[src/include/led_pwm_dimmer_pkg.sv]
// constants for the three-channel LED dimming pulse generator
package led_pwm_dimmer_pkg;
  localparam int unsigned CLK_PERIOD_NS = 50;
  localparam int unsigned TICK_NS = 500;
  localparam int unsigned TICK_CYCLES = TICK_NS / CLK_PERIOD_NS;
  localparam int unsigned TICK_CNT_W = 4;
  localparam int unsigned PERIOD_TICKS = 95;
  localparam int unsigned RAMP_STEP_MS = 32;
  localparam int unsigned RAMP_STEP_CYCLES = RAMP_STEP_MS * 1000000 / CLK_PERIOD_NS;
  localparam int unsigned RAMP_CNT_W = 20;
  localparam int unsigned NUM_CH = 3;
  localparam int unsigned ADDR_W = 8;
  localparam int unsigned DATA_W = 8;
  localparam int unsigned DUTY_W = 7;
  localparam logic [7:0] ADDR_LED_DIMMER_A = 8'hC6;
  localparam logic [7:0] ADDR_LED_DIMMER_B = 8'hC7;
  localparam logic [7:0] ADDR_LED_DIMMER_C = 8'hC8;
  localparam int unsigned RAMP_ENABLE_BIT = 7;
  localparam int unsigned DUTY_CODE_MSB = 6;
  localparam int unsigned DUTY_CODE_LSB = 0;
  localparam logic [7:0] DIMMER_RESET = 8'h00;
  localparam logic [6:0] DUTY_FULL = 7'h5F;
  localparam logic [6:0] PERIOD_LAST = 7'h5E;
endpackage

[src/logic/led_pwm_dimmer.sv]
// three-channel LED dimming pulse generator with optional ramping
`timescale 1ns/1ps
module led_pwm_dimmer #(
  parameter int unsigned RAMP_STEP_CYCLES = led_pwm_dimmer_pkg::RAMP_STEP_CYCLES
) (
  input wire logic mclk,
  input wire logic resetn,
  input wire logic regWrEn,
  input wire logic regRdEn,
  input wire logic [led_pwm_dimmer_pkg::ADDR_W-1:0] regAddr,
  input wire logic [led_pwm_dimmer_pkg::DATA_W-1:0] regWrData,
  output logic [led_pwm_dimmer_pkg::DATA_W-1:0] regRdData,
  output logic [led_pwm_dimmer_pkg::NUM_CH-1:0] ledOutN
);
  localparam int unsigned NCH = led_pwm_dimmer_pkg::NUM_CH;
  localparam int unsigned DW = led_pwm_dimmer_pkg::DUTY_W;
  localparam int unsigned TW = led_pwm_dimmer_pkg::TICK_CNT_W;
  localparam int unsigned RW = led_pwm_dimmer_pkg::RAMP_CNT_W;
  localparam logic [TW-1:0] TICK_LAST = TW'(led_pwm_dimmer_pkg::TICK_CYCLES - 1);
  localparam logic [RW-1:0] RAMP_LAST = RW'(RAMP_STEP_CYCLES - 1);

  // tick divider
  logic [TW-1:0] tickCnt_ff;
  logic [TW-1:0] nxt_tickCnt;
  logic tickEn;

  // position inside the 95-tick period
  logic [DW-1:0] periodCnt_ff;
  logic [DW-1:0] nxt_periodCnt;
  logic periodEnd;

  // ramp step timer
  logic [RW-1:0] rampCnt_ff;
  logic [RW-1:0] nxt_rampCnt;
  logic rampStrobe;

  // register side
  logic [7:0] regRdData_ff;
  logic [7:0] nxt_regRdData;
  logic [7:0] ctrl [NCH];
  logic [NCH-1:0] wrSel;

  // 0.5 us tick enable from the single clock
  always_comb begin
    tickEn = (tickCnt_ff == TICK_LAST);
    nxt_tickCnt = tickCnt_ff + TW'(1);
    if (tickEn) begin
      nxt_tickCnt = '0;
    end
  end

  always_ff @(posedge mclk or negedge resetn) begin
    if (!resetn) begin
      tickCnt_ff <= '0;
    end else begin
      tickCnt_ff <= nxt_tickCnt;
    end
  end

  // period counter, free running so all channels share one boundary
  always_comb begin
    periodEnd = tickEn && (periodCnt_ff == led_pwm_dimmer_pkg::PERIOD_LAST);
    nxt_periodCnt = periodCnt_ff;
    if (periodEnd) begin
      nxt_periodCnt = '0;
    end else if (tickEn) begin
      nxt_periodCnt = periodCnt_ff + DW'(1);
    end
  end

  always_ff @(posedge mclk or negedge resetn) begin
    if (!resetn) begin
      periodCnt_ff <= '0;
    end else begin
      periodCnt_ff <= nxt_periodCnt;
    end
  end

  // global step timer; the first step after a write may come early
  always_comb begin
    rampStrobe = (rampCnt_ff == RAMP_LAST);
    nxt_rampCnt = rampCnt_ff + RW'(1);
    if (rampStrobe) begin
      nxt_rampCnt = '0;
    end
  end

  always_ff @(posedge mclk or negedge resetn) begin
    if (!resetn) begin
      rampCnt_ff <= '0;
    end else begin
      rampCnt_ff <= nxt_rampCnt;
    end
  end

  // write decode, one register per channel at consecutive addresses
  always_comb begin
    wrSel = '0;
    if (!regWrEn) begin
      wrSel = '0;
    end else if (regAddr == led_pwm_dimmer_pkg::ADDR_LED_DIMMER_A) begin
      wrSel[0] = 1'b1;
    end else if (regAddr == led_pwm_dimmer_pkg::ADDR_LED_DIMMER_B) begin
      wrSel[1] = 1'b1;
    end else if (regAddr == led_pwm_dimmer_pkg::ADDR_LED_DIMMER_C) begin
      wrSel[2] = 1'b1;
    end
  end

  // read port, one cycle latency, unmapped addresses read zero
  always_comb begin
    nxt_regRdData = regRdData_ff;
    if (!regRdEn) begin
      nxt_regRdData = regRdData_ff;
    end else if (regAddr == led_pwm_dimmer_pkg::ADDR_LED_DIMMER_A) begin
      nxt_regRdData = ctrl[0];
    end else if (regAddr == led_pwm_dimmer_pkg::ADDR_LED_DIMMER_B) begin
      nxt_regRdData = ctrl[1];
    end else if (regAddr == led_pwm_dimmer_pkg::ADDR_LED_DIMMER_C) begin
      nxt_regRdData = ctrl[2];
    end else begin
      nxt_regRdData = 8'h00;
    end
  end

  always_ff @(posedge mclk or negedge resetn) begin
    if (!resetn) begin
      regRdData_ff <= 8'h00;
    end else begin
      regRdData_ff <= nxt_regRdData;
    end
  end

  assign regRdData = regRdData_ff;

  for (genvar ch = 0; ch < NCH; ch++) begin : g_ch
    logic [7:0] ctrl_ff;
    logic [7:0] nxt_ctrl;
    logic [DW-1:0] effDuty_ff;
    logic [DW-1:0] nxt_effDuty;
    logic stepPend_ff;
    logic nxt_stepPend;
    logic ledN_ff;
    logic nxt_ledN;
    logic [DW-1:0] target;
    logic rampOn;

    // control register of this channel
    always_comb begin
      nxt_ctrl = ctrl_ff;
      if (wrSel[ch]) begin
        nxt_ctrl = regWrData;
      end
    end

    always_ff @(posedge mclk or negedge resetn) begin
      if (!resetn) begin
        ctrl_ff <= led_pwm_dimmer_pkg::DIMMER_RESET;
      end else begin
        ctrl_ff <= nxt_ctrl;
      end
    end

    // a strobe landing on the boundary stays pending rather than being lost
    always_comb begin
      nxt_stepPend = rampStrobe | (stepPend_ff & ~periodEnd);
    end

    always_ff @(posedge mclk or negedge resetn) begin
      if (!resetn) begin
        stepPend_ff <= 1'b0;
      end else begin
        stepPend_ff <= nxt_stepPend;
      end
    end

    // effective duty, only touched at the boundary so no pulse is cut
    always_comb begin
      rampOn = ctrl_ff[led_pwm_dimmer_pkg::RAMP_ENABLE_BIT];
      target = ctrl_ff[led_pwm_dimmer_pkg::DUTY_CODE_MSB:led_pwm_dimmer_pkg::DUTY_CODE_LSB];
      // codes above full scale all mean 100 percent; ramping past 95 would waste steps
      if (target > led_pwm_dimmer_pkg::DUTY_FULL) begin
        target = led_pwm_dimmer_pkg::DUTY_FULL;
      end
      nxt_effDuty = effDuty_ff;
      if (periodEnd) begin
        if (!rampOn) begin
          nxt_effDuty = target;
        end else if (stepPend_ff && (effDuty_ff < target)) begin
          nxt_effDuty = effDuty_ff + DW'(1);
        end else if (stepPend_ff && (effDuty_ff > target)) begin
          nxt_effDuty = effDuty_ff - DW'(1);
        end
      end
    end

    always_ff @(posedge mclk or negedge resetn) begin
      if (!resetn) begin
        effDuty_ff <= '0;
      end else begin
        effDuty_ff <= nxt_effDuty;
      end
    end

    // low while tick index is below the duty code; code 0 never, >=95 always
    always_comb begin
      nxt_ledN = !(periodCnt_ff < effDuty_ff);
    end

    // registered so the pin never glitches on counter carries
    always_ff @(posedge mclk or negedge resetn) begin
      if (!resetn) begin
        ledN_ff <= 1'b1;
      end else begin
        ledN_ff <= nxt_ledN;
      end
    end

    assign ctrl[ch] = ctrl_ff;
    assign ledOutN[ch] = ledN_ff;
  end
endmodule

[config.mk]
export PLATFORM = sky130hd
export DESIGN_NAME = led_pwm_dimmer
export DESIGN_NICKNAME = d
export VERILOG_FILES = /design/src/include/led_pwm_dimmer_pkg.sv /design/src/logic/led_pwm_dimmer.sv
export SDC_FILE = /design/constraint.sdc
export NUM_CORES = 1
export LEC_CHECK = 0
export BUFFER_PORTS_ARGS = -buffer_cell sky130_fd_sc_hd__buf_2
export CAP_MARGIN = 20
export CORE_ASPECT_RATIO = 1.1
export CORE_MARGIN = 10
export CORE_UTILIZATION = 40
export CTS_BUF_LIST = sky130_fd_sc_hd__clkbuf_16
export CTS_CLUSTER_SIZE = 24
export DETAILED_ROUTE_END_ITERATION = 8
export HOLD_SLACK_MARGIN = 0.03
export PLACE_DENSITY_LB_ADDON = 0.08
export SETUP_SLACK_MARGIN = 0.4
export SYNTH_ARGS = -nofsm -noshare
export SYNTH_HDL_FRONTEND = slang
export SYNTH_SLANG_ARGS = --single-unit
[constraint.sdc]
create_clock -name mclk -period 3.45 [get_ports mclk]
set_clock_uncertainty 0.15 [all_clocks]
set_input_delay 0.345 -clock mclk [delete_from_list [all_inputs] [get_ports mclk]]
set_output_delay 0.345 -clock mclk [all_outputs]
set_load 0.01 [all_outputs]
**Word level (Yosys, flattened, before mapping)**

Index checks and enable logic that the tools add are counted.

- Register bits after elaboration: 90
- Logic and storage cells: 92
- Bits of input ports: 20
- Output and inout port bits: 11

- Muxes and demuxes: 25
- $lt $le $gt $ge: 12
- Add/sub/neg operators: 9
- Bitwise gates (word level): 7
- Equality and inequality tests: 9
- Reduce and logical (&&, ||, !) cells: 14

Operator list:

| kind | count |
|---|---|
| 7-bit 2-to-1 mux | 14 |
| 7-bit less-than comparator | 6 |
| 7-bit by 1-bit adder with 7-bit output (second input constant) | 4 |
| 8-bit == test (second input constant) | 3 |
| 8-bit 2-to-1 mux | 3 |
| 7-bit greater-than comparator | 3 |
| 7-bit greater-than comparator (second input constant) | 3 |
| 7-bit by 1-bit subtractor with 7-bit output (second input constant) | 3 |
| 20-bit by 1-bit adder with 20-bit output (second input constant) | 1 |
| 20-bit == test (second input constant) | 1 |
| 20-bit 2-to-1 mux | 1 |
| 3-bit by 1-bit inequality test with 1-bit output (second input constant) | 3 |
| 7-bit == test (second input constant) | 1 |
| 1-bit logical AND | 7 |
| 2-bit AND reduction | 3 |
| 4-bit by 1-bit adder with 4-bit output (second input constant) | 1 |
| 4-bit == test (second input constant) | 1 |
| 1-bit 2-to-1 mux | 4 |
| 4-bit 2-to-1 mux | 1 |
| 1-bit AND | 3 |
| 1-bit zero test | 3 |
| 3-bit 2-to-1 mux | 1 |
| 1-bit OR | 3 |
| 2-bit 2-to-1 mux | 1 |
| other kinds (2) | 2 |

**Longest topological paths before layout**

- Depth in word-level cells: 7
- Mapped depth: 15
- Mapped depth without buffers: 14

**Worst setup path before layout**

OpenSTA, ideal clock, no wires.

- Path type: register to register
- Start: register g_ch[0].ctrl_ff[5]
- End: register g_ch[0].effDuty_ff[6]
- Path slack: -0.101 ns
- Data required time: 3.231 ns
- Stages on the path, launching flop included: 15
- Clock period less this slack: 3.551 ns
- Library setup time: 0.069 ns
- Data arrival time: 3.332 ns
- Path buffers: 1
- Cell sequence: dfrtp_1 -> clkbuf_1 -> a21oi_1 -> ha_1 -> a21oi_2 -> a21oi_2 -> a2111oi_4 -> inv_1 -> fa_1 -> a211oi_1 -> o21bai_1 -> a21oi_1 -> xnor2_1 -> or4b_1 -> nand3_1

- Longest elaborated chain between the ends: 6
- Elaborated cells on any way between the ends: 10
- Classes of those cells: order compare: 3; eq/ne: 1; mux: 3; reduce/logical: 3

Ends and longest elaborated chain:

| item | line | source |
|---|---|---|
| start: declaration | led_pwm_dimmer.sv:137 | `logic [7:0] ctrl_ff;` |
| start signal: assignment | led_pwm_dimmer.sv:158 | `ctrl_ff <= led_pwm_dimmer_pkg::DIMMER_RESET;` |
| start signal: assignment | led_pwm_dimmer.sv:160 | `ctrl_ff <= nxt_ctrl;` |
| 7-bit greater-than comparator | led_pwm_dimmer.sv:182 | `if (target > led_pwm_dimmer_pkg::DUTY_FULL) begin` |
| 7-bit 2-to-1 mux (*) | led_pwm_dimmer.sv:182 |  |
| 7-bit less-than comparator or 7-bit greater-than comparator (tied branches) | led_pwm_dimmer.sv:189, led_pwm_dimmer.sv:191 |  |
| 1-bit logical AND (on tied branches) | led_pwm_dimmer.sv:189, led_pwm_dimmer.sv:191 |  |
| 3-bit by 1-bit inequality test with 1-bit output (no source line) or 7-bit 2-to-1 mux (tied branches) | - |  |
| 2-bit AND reduction (no source line) or 7-bit 2-to-1 mux (tied branches) | - |  |
| end signal: assignment | led_pwm_dimmer.sv:201 | `effDuty_ff <= nxt_effDuty;` |
| end: declaration | led_pwm_dimmer.sv:139 | `logic [DW-1:0] effDuty_ff;` |

Every way passes the cells marked *; elsewhere a longest branch is shown, timed or not.
A chain may end at the register's enable or synchronous reset.

**Worst setup path after layout**

Ends and elaborated chain as after synthesis.

==> results.toml <==
[drt]
drt-total-wl_um = 14610
detail_route.drc_violations = 0
wire_per_inst_um = 17.17
met2_wirelength_um = 7503
max_layer_used = "met4"
wl_met1_um = 6549
routed-wl-met3_um = 319
vias = 4514
route.detailed.vias_per_inst = 5.304
ant_nets = 0
drt_pre_antenna_iters = 4
drt_iter0_drc = 244

[layout]
layout.cells.most_common_list = "sky130_fd_sc_hd__dfrtp_1 (81), sky130_fd_sc_hd__nand2_1 (51), sky130_fd_sc_hd__nor2_1 (44), sky130_fd_sc_hd__ha_1 (44), sky130_fd_sc_hd__buf_4 (43)"
fin_nets = 738
flow.area_growth_from_synthesis_pct = 24.67
finalInstanceArea_um2 = 7032
layout.cells.most_common = "sky130_fd_sc_hd__dfrtp_1"
multi_input_comb_area_um2 = 3527
sequential_cell_area_um2 = 2263
finish.utilization_pct = 50.98
layout-drive-gt1-share_pct = 28.66
layout.filler_cells = 1253
finalNonFillerCells = 851
antenna-diode-count = 0

[placement]
dp_hpwl_um = 10450
port_buffers = 30
dpl_worst_slack_ns = -0.008853
dpl_cell_area_um2 = 6167
place.detailed.instances = 804
gp_routability_congestion = 0.8272

[setup_path]
crit_arrival_ns = 3.54
setup.worst_path.end_class = "flip-flop"
critPathKind = "flip-flop to flip-flop"
regToRegSetupSlack_ns = 0.05
required_time_at_the_worst_slack_endpoint_ns = 3.59
critical_path.startpoint_type = "flip-flop"
critical_path_peak_fanout = 6

[yosys]
dominantRegCellSynth = "sky130_fd_sc_hd__dfrtp_1"
yosys.area.top_type_share_pct = 38.60
yosysUniqueCellTypes = 60
synth-seq-cells = 90
synth_sequential_area_ratio_pct = 40.00
synthesized_cell_area_um2 = 5640
synth_top_area_cell = "sky130_fd_sc_hd__dfrtp_1"
postSynth.asyncResetShare_pct = 100.0
yosysWarnings = 0
avgSynthCellArea_um2 = 9.560
synth-edff-count = 0
yosys-top-cells-area = "sky130_fd_sc_hd__dfrtp_1 (39%), sky130_fd_sc_hd__ha_1 (13%), sky130_fd_sc_hd__a21oi_1 (5.4%)"
synthCells = 590
synthesized_nets = 670

[grt]
grt.total_usage_pct = 15.07
grt_pass1_vias = 4518
grt_max_degree = 53
grt_remaining_overflow = 0
antenna_violations_before_repair = 0
grt_first_pass_wirelength_um = 23240

[power]
leakage_uw = 0.003145
power_density_nw_per_um2 = 320.7
irDropWorstVdd_uv = 182.2

[timing]
slew_viol_final = 0
setup_repair_after_global_routing_missed_its_margin = "true"
setup_viol = 0
clock.fmax_mhz = 293.7
tns_ns = 0
finalWorstSetupSlack_ns = 0.04506
max_slew_headroom_pct = 52.51
final_hold_viol_count = 0
period_minus_slack_ns = 3.405
timing.final.crit_share_pct = 98.69
timing_worst_slew_pin_value_ns = 0.7123

[cts]
cts.sinks = 90
clk_transition_reported_paths_ns = 0.07
ctsRootBufferMaster = "sky130_fd_sc_hd__clkbuf_16"
cts_buffers = 9
clockBufferDepth = 2
cts_tree = "built"
clkLatencyLatePin_ns = 0.35
htree_num_levels = 3

[die]
die-height_um = 144.5
design.die.area_um2 = 19260
core_area_um2 = 13790
floorplan.initialDensity_pct = 40.89
design.portCount = 31
die_x_extent_um = 133.2
num_rows = 45

[status]
outcome = "finished clean"

[flow_run]
drv_cap = 0

[hold_path]
min_path_type = "primary input to flip-flop"
## metrics by stage
step | hold slack (ns) | power, µW
floorplan | -0.1006 | 1200
global placement | 0.3025 | 1271
detailed placement | 0.2986 | 1274
CTS | 0.08231 | 2265
global route | 0.08787 | 2338
finish | 0.09334 | 2255
## Yosys cell counts, drive strengths merged (2+ instances only)
library cell,count
dfrtp,87
a21oi,63
ha,57
nand2,52
nor2,47
o21ai,40
inv,39
mux2,24
nand3,20
clkbuf,17
xnor2,17
a211oi,12
xor2,12
nand4,7
a21o,6
buf,6
nand3b,6
a222oi,5
nor3,5
nand2b,4
o21bai,4
o22a,4
a2111oi,3
a21boi,3
a22oi,3
a31oi,3
and2,3
dfstp,3
fa,3
nor2b,3
nor4b,3
o21a,3
o2bb2ai,3
o31ai,3
a22o,2
and3,2
nor4,2
o22ai,2
o311ai,2
or3,2
## worst paths after layout
path,cells after the start,start,end
hold / removal,2,regWrData[0],g_ch[2].ctrl_ff[0]
hold reg to reg,1,rampCnt_ff[4],rampCnt_ff[4]
max in group asynchronous,3,resetn,g_ch[0].ctrl_ff[6]
min in group asynchronous,2,resetn,g_ch[2].effDuty_ff[1]
setup / recovery,14,g_ch[0].ctrl_ff[5],g_ch[0].effDuty_ff[6]
setup reg to reg,14,g_ch[0].ctrl_ff[5],g_ch[0].effDuty_ff[6]
## sequential cells by signal, indices dropped and copies added, names as in the netlist
| register | cells |
|---|---|
| g_ch.ledN_ff | 3 |
| rampCnt_ff | 20 |
| g_ch.stepPend_ff | 3 |
| g_ch.ctrl_ff | 24 |
| regRdData | 8 |
| g_ch.effDuty_ff | 21 |
| periodCnt_ff | 7 |
| tickCnt_ff | 4 |
## power breakdown
| group | total, µW | internal (µW) | switching (µW) |
|---|---|---|---|
| sequential | 1110 | 1080 | 35.8 |
| combinational | 173 | 77.5 | 95.8 |
| clock | 971 | 500 | 471 |
## routing by layer
metal,vias up,global-route usage [%]
met5,-,0
met4,0,5.960
met3,19,2.255
met2,47,26.30
met1,2206,18.32
li1,2242,-
## area by class of cell
class / count / share of cell area (%)
clock buffers: 9 / 3.203
clock inverters: 7 / 0.8541
inverters: 39 / 2.082
multi-input cells: 438 / 50.16
flip-flops and latches: 90 / 32.19
well taps: 188 / 3.345
repair buffers: 80 / 8.167
## cells by family after synthesis
kind of cell	share of synthesized area [%]
compound gates	18.10
xor+xnor	4.503
fa+ha+maj	13.71
buf+inv	4.370
flops	40.00
mux	4.969
simple gates	14.35
## critical path, stage by stage, from the launching register on
cell and delay (ns):
sky130_fd_sc_hd__dfrtp_2 0.49, sky130_fd_sc_hd__buf_6 0.15, sky130_fd_sc_hd__a21oi_4 0.15, sky130_fd_sc_hd__ha_4 0.22, sky130_fd_sc_hd__nand3b_1 0.10, sky130_fd_sc_hd__a21oi_2 0.08, sky130_fd_sc_hd__a2111oi_4 0.36, sky130_fd_sc_hd__inv_2 0.12
sky130_fd_sc_hd__fa_2 0.40, sky130_fd_sc_hd__a211oi_4 0.22, sky130_fd_sc_hd__o21bai_1 0.09, sky130_fd_sc_hd__a21oi_1 0.17, sky130_fd_sc_hd__xnor2_1 0.11, sky130_fd_sc_hd__or4b_1 0.46, sky130_fd_sc_hd__nand3_1 0.08
## timing repair
| action | 4_1_cts | 5_1_grt |
|---|---|---|
| buffers inserted | 18 | 12 |
| endpoints found under the setup margin | 11 | 12 |
| pin swaps | 44 | 42 |
| hold endpoints to repair | 49 | 0 |
| resized for setup | 23 | 45 |
| hold buffers | 1 | 0 |
Power figures use the tool's default switching activity.
